<file path="config.mk">
export PLATFORM = sky130hd
export DESIGN_NAME = ascm_config_master
export DESIGN_NICKNAME = d
export VERILOG_FILES = /design/src/ascm_pkg.sv /design/src/ascm_sync.sv /design/src/ascm_config_master.sv
export VERILOG_INCLUDE_DIRS = /design/src
export SDC_FILE = /design/constraint.sdc
export NUM_CORES = 1
export LEC_CHECK = 0
export BUFFER_PORTS_ARGS = -buffer_cell sky130_fd_sc_hd__buf_2
export CAP_MARGIN = 10
export CORE_MARGIN = 3
export CORE_UTILIZATION = 36
export CTS_CLUSTER_DIAMETER = 50
export CTS_CLUSTER_SIZE = 14
export DETAILED_ROUTE_END_ITERATION = 8
export PLACE_DENSITY = 0.52
export SYNTH_ARGS = -nofsm -noshare
export SYNTH_HDL_FRONTEND = slang
export SYNTH_SLANG_ARGS = --single-unit
export TNS_END_PERCENT = 100
</file>
<file path="constraint.sdc">
create_clock -name mclk -period 6.8 [get_ports mclk]
set_input_delay 1.7 -clock mclk [delete_from_list [all_inputs] [get_ports mclk]]
set_output_delay 1.7 -clock mclk [all_outputs]
set_load 0.05 [all_outputs]
</file>
<file path="src/ascm_regs.svh">
`ifndef ASCM_REGS_SVH
`define ASCM_REGS_SVH

// ----------------------------------------
// clock and timing figures
// ----------------------------------------
`define ASCM_MCLK_HZ          25000000
`define ASCM_MCLK_MHZ         25
`define ASCM_POR_LONG_MS      100
`define ASCM_POR_SHORT_MS     12
`define ASCM_RESTART_US       100
`define ASCM_RESTART_CYC      (`ASCM_RESTART_US * `ASCM_MCLK_MHZ)
`define ASCM_UCLK_DELAY_NS    600
`define ASCM_UCLK_DELAY_CYC   ((`ASCM_UCLK_DELAY_NS * `ASCM_MCLK_MHZ + 999) / 1000)
`define ASCM_INIT_CYCLES      4436
`define ASCM_INT_OSC_MHZ      10
`define ASCM_INT_OSC_DIV      ((`ASCM_MCLK_MHZ + `ASCM_INT_OSC_MHZ - 1) / `ASCM_INT_OSC_MHZ)
`define ASCM_SCLK_HALF        2
`define ASCM_CFG_BITS_DEF     4096

// ----------------------------------------
// command, strap and option fields
// ----------------------------------------
`define ASCM_READ_OPCODE      8'h03
`define ASCM_START_ADDR       24'h00_0000
`define ASCM_CMD_BITS         6'h20
`define ASCM_SCHEME_FAST      3'h3
`define ASCM_INIT_DONE_BIT    0

`endif

</file>
<file path="src/ascm_pkg.sv">
package ascm_pkg;

    typedef enum logic [8:0] {
        st_por       = 9'h001,
        st_reset     = 9'h002,
        st_cmd       = 9'h004,
        st_read      = 9'h008,
        st_wait_done = 9'h010,
        st_init_wait = 9'h020,
        st_init      = 9'h040,
        st_user      = 9'h080,
        st_error     = 9'h100
    } ascm_state_type;

endpackage

</file>
<file path="src/ascm_sync.sv">
`timescale 1ns/1ps

// two-flop synchroniser
module ascm_sync #(
    parameter int W = 1
) (
    input  wire logic         mclk,
    input  wire logic         rstn,
    input  wire logic [W-1:0] d,
    output logic      [W-1:0] q
);

    logic [W-1:0] meta;

    always_ff @(posedge mclk) begin
        if (!rstn) begin
            meta <= '0;
            q    <= '0;
        end else begin
            meta <= d;
            q    <= meta;
        end
    end

endmodule

</file>
<file path="src/ascm_config_master.sv">
`timescale 1ns/1ps
`include "ascm_regs.svh"

// Functional notes
// - power-on hold lasts 100 ms, or 12 ms when delay select high
// - during power-on hold status and done low, user io tri-stated
// - weak pull-ups on user io when pull-up control low, from the end of power-on hold until user mode
// - stages run reset, configure, initialise; reset while request or status low
// - status released after power-on hold, then configuration starts
// - serial clock generated internally and paces the whole configuration
// - outputs change on serial clock fall; read data latched on next fall
// - flash select low, read command and address shifted out, data shifted in
// - done released after last bit; initialise only once done line high
// - flash pins keep weak pull-ups, become inputs after configuration
// - initialise on internal oscillator, or on user clock when enabled
// - user clock used 600 ns after done high, 4436 cycles to user mode
// - init-done pin low once option bit loaded, released in user mode
// - user mode drops weak pull-ups and enables user io
// - on error status driven low and done kept low
// - auto-restart: flash select pulsed, status released within 100 us, retry
// - request low forces reset with status, done low; restart on release
// - chain enable input low needed; chain enable out low after own data
// - shared done held low until own data complete; all initialise together
// - any chained fail pulls status low; chain restarts after timeout
// - one bitstream bit per serial clock cycle
module ascm_config_master #(
    parameter int unsigned POR_LONG_CYCLES  = `ASCM_POR_LONG_MS * (`ASCM_MCLK_HZ / 1000),
    parameter int unsigned POR_SHORT_CYCLES = `ASCM_POR_SHORT_MS * (`ASCM_MCLK_HZ / 1000),
    parameter int unsigned CFG_BITS         = `ASCM_CFG_BITS_DEF
) (
    input  wire logic       mclk,
    input  wire logic       rstn,
    input  wire logic       por_delay_select,
    input  wire logic       io_weak_pullup_n,
    input  wire logic [2:0] scheme_select,
    input  wire logic       config_request_n,
    input  wire logic       auto_restart_enable,
    input  wire logic       user_clock_enable,
    input  wire logic       user_init_clock,
    input  wire logic       frame_error,
    input  wire logic       status_in,
    output logic            status_out,
    output logic            status_oe,
    input  wire logic       done_in,
    output logic            done_out,
    output logic            done_oe,
    output logic            init_done_out,
    output logic            init_done_oe,
    output logic            serial_config_clock,
    output logic            flash_select_out_n,
    output logic            command_serial_out,
    output logic            flash_pins_oe,
    output logic            flash_pins_pullup,
    input  wire logic       serial_data_in,
    input  wire logic       chain_enable_in_n,
    output logic            chain_enable_out_n,
    output logic [7:0]      cfg_byte,
    output logic            cfg_byte_valid,
    output logic            user_io_oe,
    output logic            user_io_pullup_en,
    output logic            user_mode
);

    // ----------------------------------------
    // derived counts
    // ----------------------------------------
    localparam logic [31:0] RESTART_CYC = 32'(`ASCM_RESTART_CYC);
    localparam logic [31:0] UCLK_DELAY  = 32'(`ASCM_UCLK_DELAY_CYC);
    localparam logic [31:0] INIT_CYC    = 32'(`ASCM_INIT_CYCLES);
    localparam logic [1:0]  OSC_DIV     = 2'(`ASCM_INT_OSC_DIV);
    localparam logic [1:0]  SCLK_HALF   = 2'(`ASCM_SCLK_HALF);
    localparam logic [31:0] LAST_BIT    = 32'(CFG_BITS - 1);

    // ----------------------------------------
    // pin synchronisers
    // ----------------------------------------
    logic [10:0] raw;
    logic [10:0] syn;
    logic        s_por_delay_select;
    logic        s_pullup_n;
    logic [2:0]  s_scheme_select;
    logic        s_req_n;
    logic        s_status;
    logic        s_done;
    logic        s_din;
    logic        s_ce_n;
    logic        s_uclk;

    assign raw = {por_delay_select, io_weak_pullup_n, scheme_select, config_request_n,
                  status_in, done_in, serial_data_in, chain_enable_in_n, user_init_clock};

    ascm_sync #(
        .W (11)
    ) u_sync (
        .mclk (mclk),
        .rstn (rstn),
        .d    (raw),
        .q    (syn)
    );

    assign s_por_delay_select   = syn[10];
    assign s_pullup_n = syn[9];
    assign s_scheme_select     = syn[8:6];
    assign s_req_n    = syn[5];
    assign s_status   = syn[4];
    assign s_done     = syn[3];
    assign s_din      = syn[2];
    assign s_ce_n     = syn[1];
    assign s_uclk     = syn[0];

    // ----------------------------------------
    // state and shared counters
    // ----------------------------------------
    ascm_pkg::ascm_state_type state;
    ascm_pkg::ascm_state_type next_state;
    logic [31:0]              cnt;
    logic [31:0]              bit_cnt;
    logic [5:0]               cmd_cnt;
    logic [31:0]              cmd_sr;
    logic [7:0]               byte_sr;
    logic [1:0]               ph;
    logic [1:0]               osc;
    logic                     uclk_prev;
    logic                     por_long;
    logic                     init_done_en;
    logic                     sclk_active;
    logic                     fall;
    logic                     tick;
    logic                     scheme_select_ok;

    assign sclk_active = (state == ascm_pkg::st_cmd) || (state == ascm_pkg::st_read);
    assign fall        = sclk_active && serial_config_clock && (ph == SCLK_HALF - 2'h1);
    assign tick        = user_clock_enable ? (s_uclk && !uclk_prev)
                                           : (osc == OSC_DIV - 2'h1);
    assign scheme_select_ok     = (s_scheme_select == `ASCM_SCHEME_FAST);

    always_ff @(posedge mclk) begin
        if (!rstn) begin
            por_long <= 1'b1;
        end else if (state == ascm_pkg::st_por && cnt == 32'h0000_0003) begin
            por_long <= !s_por_delay_select;
        end
    end

    // ----------------------------------------
    // next state
    // ----------------------------------------
    always_comb begin
        next_state = state;
        case (state)
            ascm_pkg::st_por: begin
                if (cnt > 32'h0000_0003 &&
                    cnt >= (por_long ? POR_LONG_CYCLES : POR_SHORT_CYCLES) - 1) begin
                    next_state = ascm_pkg::st_reset;
                end
            end
            ascm_pkg::st_reset: begin
                if (s_req_n && s_status && !s_ce_n && scheme_select_ok) begin
                    next_state = ascm_pkg::st_cmd;
                end
            end
            ascm_pkg::st_cmd: begin
                if (fall && cmd_cnt == `ASCM_CMD_BITS) begin
                    next_state = ascm_pkg::st_read;
                end
            end
            ascm_pkg::st_read: begin
                if (frame_error || !s_status) begin
                    next_state = ascm_pkg::st_error;
                end else if (fall && bit_cnt == LAST_BIT) begin
                    next_state = ascm_pkg::st_wait_done;
                end
            end
            ascm_pkg::st_wait_done: begin
                if (!s_status) begin
                    next_state = ascm_pkg::st_error;
                end else if (s_done) begin
                    next_state = user_clock_enable ? ascm_pkg::st_init_wait
                                                   : ascm_pkg::st_init;
                end
            end
            ascm_pkg::st_init_wait: begin
                if (cnt >= UCLK_DELAY - 32'h0000_0001) begin
                    next_state = ascm_pkg::st_init;
                end
            end
            ascm_pkg::st_init: begin
                if (tick && cnt >= INIT_CYC - 32'h0000_0001) begin
                    next_state = ascm_pkg::st_user;
                end
            end
            ascm_pkg::st_user: begin
                next_state = ascm_pkg::st_user;
            end
            ascm_pkg::st_error: begin
                // status stays low until the timeout expires when auto-restart is enabled, otherwise until request goes low and is released again
                if (auto_restart_enable && cnt >= RESTART_CYC - 32'h0000_0001) begin
                    next_state = ascm_pkg::st_reset;
                end
            end
            default: begin
                next_state = ascm_pkg::st_por;
            end
        endcase
        // request low wins over every stage but power-on
        if (!s_req_n && state != ascm_pkg::st_por) begin
            next_state = ascm_pkg::st_reset;
        end
    end

    always_ff @(posedge mclk) begin
        if (!rstn) begin
            state <= ascm_pkg::st_por;
        end else begin
            state <= next_state;
        end
    end

    always_ff @(posedge mclk) begin
        if (!rstn || next_state != state) begin
            cnt <= 32'h0000_0000;
        end else if (state != ascm_pkg::st_init || tick) begin
            cnt <= cnt + 32'h0000_0001;
        end
    end

    // ----------------------------------------
    // init clock sources
    // ----------------------------------------
    always_ff @(posedge mclk) begin
        if (!rstn) begin
            osc       <= 2'h0;
            uclk_prev <= 1'b0;
        end else begin
            osc       <= (osc == OSC_DIV - 2'h1) ? 2'h0 : osc + 2'h1;
            uclk_prev <= s_uclk;
        end
    end

    // ----------------------------------------
    // serial clock divider
    // ----------------------------------------
    // mclk/4; two-cycle halves give the synced data time
    always_ff @(posedge mclk) begin
        if (!rstn || !sclk_active) begin
            ph                  <= 2'h0;
            serial_config_clock <= 1'b0;
        end else if (ph == SCLK_HALF - 2'h1) begin
            ph                  <= 2'h0;
            serial_config_clock <= !serial_config_clock;
        end else begin
            ph <= ph + 2'h1;
        end
    end

    // ----------------------------------------
    // command shifter
    // ----------------------------------------
    always_ff @(posedge mclk) begin
        if (!rstn) begin
            cmd_sr             <= 32'h0000_0000;
            cmd_cnt            <= 6'h00;
            command_serial_out <= 1'b1;
        end else if (state == ascm_pkg::st_reset) begin
            cmd_sr             <= {`ASCM_READ_OPCODE, `ASCM_START_ADDR};
            cmd_cnt            <= 6'h00;
            command_serial_out <= 1'b1;
        end else if (state == ascm_pkg::st_cmd && fall) begin
            // msb first, driven on the falling edge
            command_serial_out <= cmd_sr[31];
            cmd_sr             <= {cmd_sr[30:0], 1'b0};
            cmd_cnt            <= cmd_cnt + 6'h01;
        end
    end

    // ----------------------------------------
    // data receiver
    // ----------------------------------------
    always_ff @(posedge mclk) begin
        if (!rstn || state == ascm_pkg::st_reset) begin
            bit_cnt        <= 32'h0000_0000;
            byte_sr        <= 8'h00;
            cfg_byte       <= 8'h00;
            cfg_byte_valid <= 1'b0;
        end else begin
            cfg_byte_valid <= 1'b0;
            if (state == ascm_pkg::st_read && fall) begin
                // one bit latched per fall, lsb of each byte first
                byte_sr <= {s_din, byte_sr[7:1]};
                bit_cnt <= bit_cnt + 32'h0000_0001;
                if (bit_cnt[2:0] == 3'h7) begin
                    cfg_byte       <= {s_din, byte_sr[7:1]};
                    cfg_byte_valid <= 1'b1;
                end
            end
        end
    end

    always_ff @(posedge mclk) begin
        if (!rstn || state == ascm_pkg::st_reset) begin
            init_done_en <= 1'b0;
        end else if (state == ascm_pkg::st_read && fall &&
                     bit_cnt == 32'(`ASCM_INIT_DONE_BIT)) begin
            init_done_en <= s_din;
        end
    end

    // ----------------------------------------
    // pin drivers
    // ----------------------------------------
    assign status_out        = 1'b0;
    assign done_out          = 1'b0;
    assign init_done_out     = 1'b0;
    assign flash_pins_pullup = 1'b1;
    always_ff @(posedge mclk) begin
        if (!rstn) begin
            status_oe <= 1'b1;
            done_oe   <= 1'b1;
        end else begin
            // open drain: oe high pulls the line low
            status_oe <= (next_state == ascm_pkg::st_por) ||
                         (next_state == ascm_pkg::st_error) ||
                         (next_state == ascm_pkg::st_reset && !s_req_n);
            // done stays low until own data complete
            done_oe   <= !(next_state == ascm_pkg::st_wait_done ||
                           next_state == ascm_pkg::st_init_wait ||
                           next_state == ascm_pkg::st_init ||
                           next_state == ascm_pkg::st_user);
        end
    end

    always_ff @(posedge mclk) begin
        if (!rstn) begin
            flash_select_out_n <= 1'b1;
            flash_pins_oe      <= 1'b0;
            chain_enable_out_n <= 1'b1;
        end else begin
            // high again after last bit and on error, pulsing the flash
            flash_select_out_n <= !(next_state == ascm_pkg::st_cmd ||
                                    next_state == ascm_pkg::st_read);
            flash_pins_oe      <= (next_state == ascm_pkg::st_cmd ||
                                   next_state == ascm_pkg::st_read);
            chain_enable_out_n <= !(next_state == ascm_pkg::st_wait_done ||
                                    next_state == ascm_pkg::st_init_wait ||
                                    next_state == ascm_pkg::st_init ||
                                    next_state == ascm_pkg::st_user);
        end
    end

    always_ff @(posedge mclk) begin
        if (!rstn) begin
            init_done_oe      <= 1'b0;
            user_io_oe        <= 1'b0;
            user_io_pullup_en <= 1'b0;
            user_mode         <= 1'b0;
        end else begin
            init_done_oe      <= init_done_en && next_state != ascm_pkg::st_user &&
                                 next_state != ascm_pkg::st_reset;
            user_io_oe        <= (next_state == ascm_pkg::st_user);
            user_io_pullup_en <= !s_pullup_n && next_state != ascm_pkg::st_por &&
                                 next_state != ascm_pkg::st_user;
            user_mode         <= (next_state == ascm_pkg::st_user);
        end
    end
endmodule

</file>
==> summary.txt, run 1 <==
Timing
  – Endpoints failing hold: 0
  – Min cycle time layout: around 3400 ps
  – Max Transition Viols Final: 0
  – Final Cycle Share: 0.504
  – Worst setup margin: 3370 ps
  – Worst slew margin: 0.230
  – RSZ-0062 raised after global routing: no
  – Slew @ Worst Pin: 1150 ps
  – Worst Skew: 11.9 ps
  – Final TNS setup: 0 ps
  – Hold WS: 413 ps
  – Peak Freq: 292 MHz
  – Final Setup Violations: 0

Cells and area
  – Fill cell count: 1,936
  – Core Util, Final: 0.414
  – Fin cells: 1,079
  – Design Area, Final: 7850 µm²
  – Area grow syn2layout: 11.8%
  – N_diodes: 0
  – Layout cells sized above 1: 0.170
  – Nets: 839

Worst hold path
  – Hold WC Path Type: reg -> reg
  – Hold EP: osc[0]
  – Hold depth: 1
  – Min-Delay Startpoint: osc[0]

Pwr
  – Leak pwr: 2.95 nW
  – Power per Cell Area: 225 nW/µm²
  – Total power: 1.77 mW
  – Maximum VDD drop: 0.173 mV

Die
  – Die footprint: 21,200 µm²
  – I/O Pins: 40
  – # rows: 50
  – Core ar.: 19,000 µm²
  – Die Wd: 146 µm
  – Die Height: 146 µm
  – Initial Utilization: 0.370

Setup path
  – WP data arrival: 3690 ps
  – Reg-to-Reg End: cnt[4]
  – CP Class: in -> reg
  – Flop-to-flop setup slack: 3440 ps
  – Max FO, Critical Path: 32
  – R2R Path Start: bit_cnt[1]
  – Required @ worst endpoint: 7060 ps
  – R2r worst-path depth: 9
  – CP Launch Type: primary input
  – Crit end category: flop

Synth
  – Post-synth EDFFs: 0
  – Area share of the largest cell type after synthesis: 0.402
  – FFs w/ async S/R, synth: 0
  – Commonest register cell after synthesis: dfxtp_1
  – YS warnings: 0
  – Post-synth cell types: 78
  – Seq/Total Area, Yosys: 0.402
  – Avg Cell Area, Syn: 8.92 µm²
  – Yosys reg bits: 141
  – Post-Synthesis Cell Area: 7020 µm²
  – Synth area leader: dfxtp_1
  – Cell count after synthesis: 787
  – Ranking of synthesized cells by area: dfxtp_1 (40%), nand2_1 (5.2%), nor3_2 (4.4%)

Clock network
  – Worst-skew pair later-pin latency: 430 ps
  – CTS Sinks: 141
  – Hold_buf cts: 0
  – Max Root-Sink Buffers: 2
  – Clock Tree Root: clkbuf_16
  – Post-CTS setup buffer count: 0
  – Post-CTS sizing: 0
  – Reg clk slew, reported paths: 60 ps
  – Cts bufs inserted: 17
  – CTS tree: done
  – H-tree Lvls: 4

Detailed routing
  – First drt pass iteration count: 5
  – Routed len/inst: between 10 and 15 µm
  – Vias post-DR: 5,368
  – Vias/cell: 4.97
  – DRC: 0
  – Antenna viol nets, final: 0
  – Detailed router's first-iteration violation count: 300
  – DRT Wirelength: 14,700 µm

Run
  – Max-cap viol count: 0

Global route
  – Grt total ovfl: 0
  – Initial antenna violation count: 0
  – Total track usage: 0.144
  – Number of global-route vias before repair: 5,187
  – Pin count of the biggest net entering global routing: between 60 and 70
  – Global-route wire length before repair: roughly 26,000 µm

Placed design
  – DPL Wire Length: 10,300 µm
  – Cell area after placement: 7280 µm²
  – RD Place Congestion: 0.844
  – I/O Buffers: 35
  – DP Cell Count: 1,047
  – Pre-CTS setup slack: about 2900 ps

Outcome
  – Status: finished, final reports clean
[where the power goes]
group | switching [mW] | total [mW] | internal, mW | leakage (nW)
Clock | 0.393 | 0.881 | 0.488 | 0.273
Sequential | 0.00566 | 0.842 | 0.836 | 1.14
Combinational | 0.0289 | 0.0439 | 0.0150 | 1.54
Total | 0.427 | 1.77 | 1.34 | 2.95
[registers in the layout, summed over array words and instances (netlist names), 2 cells and up]
register and count:
bit_cnt 32, cmd_sr 8, cfg_byte 8, byte_sr 7, ph 2, cmd_cnt 6
cnt 32, u_sync.meta 11, u_sync.q 11, state 9, osc 2
[layer usage]
layer  vias up  global-route usage  part of all wire
li1       2777                   -                 -
met1      2483               0.200              0.50
met2        83               0.221              0.44
met3        25              0.0349             0.036
met4         0              0.0518             0.017
met5         -                   0                 0
[critical path, cell delays in order]
cell and delay [ps]:
buf_2 100, o31a_1 160, nand2b_1 270, o211ai_1 130, o31a_1 310, nor2b_4 890, nor3b_1 100
[worst max path at each step]
stage                         from       to  slack, ps  cells after the start
4_1_cts        auto_restart_enable   cnt[4]       3370                      7
3_5_place_dp   auto_restart_enable   cnt[4]       2920                      7
3_3_place_gp   auto_restart_enable   cnt[4]       2960                      7
5_1_grt        auto_restart_enable   cnt[0]       3190                      7
6_report       auto_restart_enable   cnt[4]       3370                      7
2_1_floorplan    user_clock_enable  cnt[31]       3660                      8
[layout make-up]
| class | count | area, µm² | share of cell area |
|---|---|---|---|
| clock buffer | 18 | 439 | 0.0560 |
| clock inverter | 14 | 121 | 0.0155 |
| inverter | 20 | 75.1 | 0.00957 |
| multi-input combinational | 586 | 3850 | 0.491 |
| sequential | 141 | 2820 | 0.360 |
| tap | 260 | 325 | 0.0415 |
| timing repair buffer | 40 | 213 | 0.0271 |
[Yosys cell counts (2+ instances only)]
library cell	n
a2111oi_4	2
a211o_1	2
a21o_1	2
a21oi_1	37
a2bb2oi_2	2
a311oi_1	3
a31oi_1	3
and2_1	32
and3_1	13
and4_1	7
and4b_1	2
buf_12	3
buf_2	5
buf_4	8
buf_6	5
clkbuf_1	21
conb_1	2
dfxtp_1	141
ha_1	17
inv_1	20
mux2i_1	2
nand2_1	98
nand2b_1	5
nand3_1	33
nand4_1	24
nor2_1	76
nor2_2	3
nor2b_1	9
nor3_1	21
nor3_2	31
nor4_1	16
nor4_2	5
nor4b_1	3
nor4b_2	3
o211a_1	2
o211ai_1	2
o21ai_0	13
o21ai_1	5
o31a_1	2
or3_1	3
xnor2_1	33
xor2_1	35
[logic make-up (layout without fill, tap and decap cells)]
group	Yosys count	after routing	share of synthesized area
xor gates and xnor gates	68	68	0.0849
DFF	141	141	0.402
muxes	2	2	0.00285
and+or+nand+nor	403	403	0.330
adders and majority gates	17	17	0.0303
AOI/OAI and AO/OA	92	92	0.0981
other	2	4	0.00107
buffers and inverters	62	92	0.0506
[cell usage in the layout (no fill, tap or decap), types with 6 or more instances in the layout]
cell type / n
clkbuf_16: 17
dfxtp_1: 141
buf_2: 35
xnor2_1: 33
xor2_1: 35
a21oi_1: 37
ha_1: 17
nor3_2: 31
nor4_1: 16
inv_6: 6
and2_1: 32
nor3_1: 21
nor2_1: 76
nand2_1: 97
nand3_1: 33
and3_1: 13
nor2b_1: 9
nand4_1: 24
and4_1: 7
inv_1: 20
o21ai_0: 13
No activity file was read; power rests on OpenSTA's default activity.
==> inputs of run 2 (changes only) <==
==> constraint.sdc (replaced) <==
create_clock -name mclk -period 3.3 [get_ports mclk]
set_input_delay 0.825 -clock mclk [delete_from_list [all_inputs] [get_ports mclk]]
set_output_delay 0.825 -clock mclk [all_outputs]
set_load 0.05 [all_outputs]
==> summary.txt, run 2 (same netlist as run 1, synthesis figures left out) <==
Cells and area
  – Most common cell after layout, fill and taps aside: dfxtp_1
  – Fill cell count: about 1,900
  – Area grow syn2layout: 13.7%
  – Most frequent cells in the layout: dfxtp_1 (141), nand2_1 (97), nor2_1 (76)
  – N_diodes: 0
  – Nets: between 800 and 900
  – Layout cells sized above 1: 0.175
  – Top Registers: bit_cnt x32, cnt x32
  – Design Area, Final: 7980 µm²

Worst hold path
  – Min-Delay Startpoint: osc[0]
  – Hold EP: osc[0]
  – Hold depth: 1
  – Hold WC Path Type: reg -> reg

Setup path
  – CP startpoint: state[0]
  – Required @ worst endpoint: approximately 3600 ps
  – CP Launch Type: flop
  – Flop-to-flop setup slack: 410 ps
  – Max FO, Critical Path: 31
  – WP data arrival: 3230 ps
  – R2R Path Start: state[0]
  – Critical path depth in cells: 9
  – CP cell instances: nor4b_2 -> nand3_4 -> a2111oi_4 -> a2bb2oi_2 -> nor2_2 -> a22oi_4 -> o211ai_4 -> buf_12 -> nor3b_1
  – R2r worst-path depth: 9
  – Buffers and inverters on the worst path: 1
  – Crit end category: flop
  – CP delay by family, top: simple AND/OR/NAND/NOR gates
  – CP max-delay cell: dfxtp_1
  – CP Class: reg -> reg
  – Reg-to-Reg End: cnt[4]
  – Max incr delay on CP: 660 ps

Global route
  – Global-route wire length before repair: 26,300 µm
  – Total track usage: 0.148
  – Pin count of the biggest net entering global routing: 38
  – Initial antenna violation count: 0
  – Grt total ovfl: 0
  – Number of global-route vias before repair: around 5,000

Clock network
  – Worst-skew pair later-pin latency: about 430 ps
  – Post-CTS sizing: 0
  – H-tree Lvls: 4
  – Reg clk slew, reported paths: around 70 ps
  – CTS Sinks: 141
  – Clock Tree Root: clkbuf_16
  – Max Root-Sink Buffers: 2
  – Cts bufs inserted: 17
  – Post-CTS setup buffer count: 0
  – Hold_buf cts: 0
  – CTS tree: done

Pwr
  – Maximum VDD drop: 0.357 mV
  – Leak pwr: 3.01 nW
  – Power per Cell Area: 481 nW/µm²
  – Total power: between 3 and 4 mW

Die
  – I/O Pins: 40
  – Die footprint: about 21,000 µm²
  – # rows: 50
  – Die Height: 146 µm
  – Core ar.: 19,000 µm²
  – Die Wd: 146 µm
  – Initial Utilization: 0.370

Placed design
  – Pre-CTS setup slack: between 400 and 500 ps
  – I/O Buffers: 35
  – Cell area after placement: ~7400 µm²
  – DPL Wire Length: approximately 10,000 µm
  – RD Place Congestion: roughly 0.81

Timing
  – Endpoints failing hold: 0
  – Max Transition Viols Final: 0
  – Final TNS setup: 0 ps
  – Final Cycle Share: 0.876
  – Peak Freq: 346 MHz
  – Min cycle time layout: ~2900 ps
  – Worst slew margin: 0.517
  – Hold WS: 418 ps
  – RSZ-0062 raised after global routing: no
  – Worst setup margin: ~400 ps
  – Worst Skew: 10.0 ps
  – Final Setup Violations: 0
  – Slew @ Worst Pin: 722 ps

Detailed routing
  – Routed len/inst: between 10 and 15 µm
  – DRC: 0
  – Antenna viol nets, final: 0
  – DRT Wirelength: approximately 15,000 µm
  – First drt pass iteration count: 4
  – Vias/cell: 4.93
  – Detailed router's first-iteration violation count: 294
  – Vias post-DR: 5,347

Run
  – Max-cap viol count: 0

Outcome
  – Status: finished, final reports clean
[run 2: cell count changes in the layout (fill, tap and decap cells not counted), sizes merged]
cell      delta
inv          -3
clkinv       -2
buf          +6
clkinvlp     +2
bufinv       +3
[run 2: routing by layer]
layer / track usage / vias to the layer above / part of all wire
met4: 0.0442 / 0 / 0.011
met3: 0.0380 / 13 / 0.028
met5: 0 / - / 0
li1: - / 2779 / -
met1: 0.200 / 2498 / 0.50
met2: 0.234 / 57 / 0.46
[run 2: final cells by class]
cell class,instances,area [µm²],share of cell area
Timing Repair Buffer,46,295,0.0370
Inverter,20,75.1,0.00941
Tap cell,260,325,0.0408
Sequential cell,141,2820,0.354
Multi-Input combinational cell,586,3850,0.482
Clock inverter,14,184,0.0230
Clock buffer,18,429,0.0538
[run 2: how the worst max path moves through the flow]
| stage | to | slack (ps) |
|---|---|---|
| finish | cnt[4] | 410 |
| global route | cnt[4] | 130 |
| CTS | cnt[4] | 400 |
| detailed placement | cnt[4] | 430 |
| global placement | cnt[4] | 450 |
| floorplan | bit_cnt[21] | 820 |
[run 2: metrics by stage]
step | cells | utilization
2_1_floorplan | 789 | -
3_3_place_gp | 1053 | 0.389
3_5_place_dp | 1053 | 0.389
4_1_cts | 1085 | 0.421
5_1_grt | 1085 | 0.421
6_report | 1085 | 0.421
[run 2: power breakdown]
| part | total, mW | leakage (nW) | switching (mW) | internal, mW |
|---|---|---|---|---|
| registers | 1.73 | 1.14 | 0.0120 | 1.72 |
| clock network | 2.01 | 0.286 | 0.802 | 1.21 |
| logic | 0.0975 | 1.58 | 0.0615 | 0.0360 |
==> inputs of run 3 (changes only) <==
--- a/config.mk
+++ b/config.mk
@@ -6,6 +6,7 @@
 export SDC_FILE = /design/constraint.sdc
 export NUM_CORES = 1
 export LEC_CHECK = 0
+export ABC_AREA = 1
 export BUFFER_PORTS_ARGS = -buffer_cell sky130_fd_sc_hd__buf_2
 export CAP_MARGIN = 10
 export CORE_MARGIN = 3
==> summary.txt, run 3 <==
Outcome
  – Status: finished, final reports clean

Clock network
  – Hold_buf cts: 0
  – Cts bufs inserted: 17
  – H-tree Lvls: 4
  – Post-CTS sizing: 0
  – Reg clk slew, reported paths: ~60 ps
  – CTS tree: done
  – Worst-skew pair later-pin latency: between 400 and 500 ps
  – Post-CTS setup buffer count: 0
  – Clock Tree Root: clkbuf_16
  – Max Root-Sink Buffers: 2
  – CTS Sinks: 141

Synth
  – Synth area leader: dfxtp_1
  – Most frequent cell after synthesis: nand2_1
  – Seq/Total Area, Yosys: 0.390
  – Yosys reg bits: between 100 and 150
  – Commonest register cell after synthesis: dfxtp_1
  – Ranking of synthesized cells by area: dfxtp_1 (39%), nand2_1 (11%), nor2_1 (7.6%)
  – List of most frequent post-synthesis cells: nand2_1 (220), nor2_1 (147), inv_1 (142)
  – Post-synth cell types: 45
  – Post-synth EDFFs: 0
  – YS warnings: 0
  – Post-Synthesis Cell Area: 7240 µm²
  – Avg Cell Area, Syn: 6.95 µm²
  – FFs w/ async S/R, synth: 0
  – Cell count after synthesis: 1,041
  – Area share of the largest cell type after synthesis: 0.390

Placed design
  – RD Place Congestion: about 0.84
  – I/O Buffers: 35
  – DP Cell Count: 1,321
  – DPL Wire Length: 11,700 µm

Cells and area
  – Area grow syn2layout: 13.6%
  – Top Registers: bit_cnt x32, cnt x32
  – Nets: 1,108
  – Layout cells sized above 1: 0.133
  – Fill cell count: just over 2,000
  – Most common cell after layout, fill and taps aside: nand2_1
  – N_diodes: 0
  – Most frequent cells in the layout: nand2_1 (220), nor2_1 (146), inv_1 (142)
  – Fin cells: 1,352

Timing
  – Worst Skew: 11.3 ps
  – Peak Freq: 355 MHz
  – Slew @ Worst Pin: ~560 ps
  – Endpoints failing hold: 0
  – Worst slew margin: 0.625
  – Final Cycle Share: 0.854
  – Max Transition Viols Final: 0
  – Final TNS setup: 0 ps
  – RSZ-0062 raised after global routing: no
  – Min cycle time layout: 2820 ps
  – Final Setup Violations: 0

Setup path
  – CP Launch Type: flop
  – Crit end category: flop
  – Required @ worst endpoint: 3640 ps
  – WP data arrival: 3160 ps
  – CP Class: reg -> reg
  – Max FO, Critical Path: 32

Detailed routing
  – First drt pass iteration count: 5
  – Routed len/inst: 12.0 µm
  – Post-Route M1 WL: 8330 µm
  – DRC: 0
  – Vias/cell: 4.63
  – Met2 WL post-DR: ~7000 µm
  – Met3 WL: ~590 µm
  – Max layer used: met4
  – Vias post-DR: ~6,300
  – Antenna viol nets, final: 0
  – Detailed router's first-iteration violation count: 458
  – DRT Wirelength: 16,200 µm

Global route
  – Initial antenna violation count: 0
  – Total track usage: 0.153
  – Global-route wire length before repair: 27,700 µm
  – Number of global-route vias before repair: 5,893
  – Pin count of the biggest net entering global routing: 52
  – Grt total ovfl: 0

Die
  – # rows: 51
  – Core ar.: 19,600 µm²
  – Die footprint: 21,800 µm²
  – Die Wd: 148 µm
  – I/O Pins: 40
  – Die Height: 148 µm
  – Initial Utilization: 0.369

Pwr
  – Power per Cell Area: about 500 nW/µm²
  – Maximum VDD drop: 0.312 mV
  – Leak pwr: about 3.5 nW
  – Total power: 4.20 mW

Worst hold path
  – Hold WC Path Type: reg -> reg

Run
  – Max-cap viol count: 0
## run 3: layer usage
metal  track usage  vias up
met5             0        -
met4        0.0419        0
li1              -     3369
met1         0.212     2761
met3        0.0349       15
met2         0.240      115
## run 3: stage by stage
step | hold WS, ps | util | setup slack [ps] | area, µm²
finish | 402 | 0.420 | 481 | 8220
global placement | 391 | 0.390 | 283 | 7640
floorplan | 373 | - | 862 | 7250
global route | 417 | 0.420 | 168 | 8220
detailed placement | 391 | 0.390 | 253 | 7640
CTS | 403 | 0.420 | 498 | 8220
## run 3: logic make-up (layout without fill, tap and decap cells)
family,count (synthesis),count (layout),share of synthesized area
other cells,2,4,0.00104
buf+inv,176,220,0.100
compound gates,110,110,0.0818
xor+xnor,33,33,0.0399
fa+ha+maj,17,17,0.0294
flops,141,141,0.390
simple gates,562,562,0.358
## run 3: final timing paths
path	from	to	slack [ps]	cells past startpoint
worst max-delay path	por_long	cnt[28]	480	16
worst min register to register	u_sync.q[9]	user_io_pullup_en	400	1
worst max register to register	por_long	cnt[28]	480	16
worst min-delay path	u_sync.q[9]	user_io_pullup_en	400	1
## run 3: power by group
group / switching, mW / internal (mW)
sequential: 0.0227 / 1.75
combinational: 0.376 / 0.136
clock: 0.793 / 1.13
## run 3: final cells by class
class                      count  area, µm²  area share
clock buffer                  17        425      0.0517
multi-input combinational    726       3710       0.451
clock inverter                14        158      0.0192
inverter                     147        552      0.0671
timing repair buffer          42        228      0.0277
tap                          265        332      0.0403
sequential                   141       2820       0.343
## run 3: worst max-delay path, stage by stage (launching register included)
cell and delay, ps:
dfxtp_1 330, inv_1 110, ha_1 310, a21oi_1 150
nand3_1 90, nor2_1 230, nand2_1 110, nand2_1 130
nand2_1 90, o21ai_0 120, nand2_1 170, nand2_1 100
nand2_1 60, nor2_1 180, nand4_4 110, buf_4 310
nor2_1 140
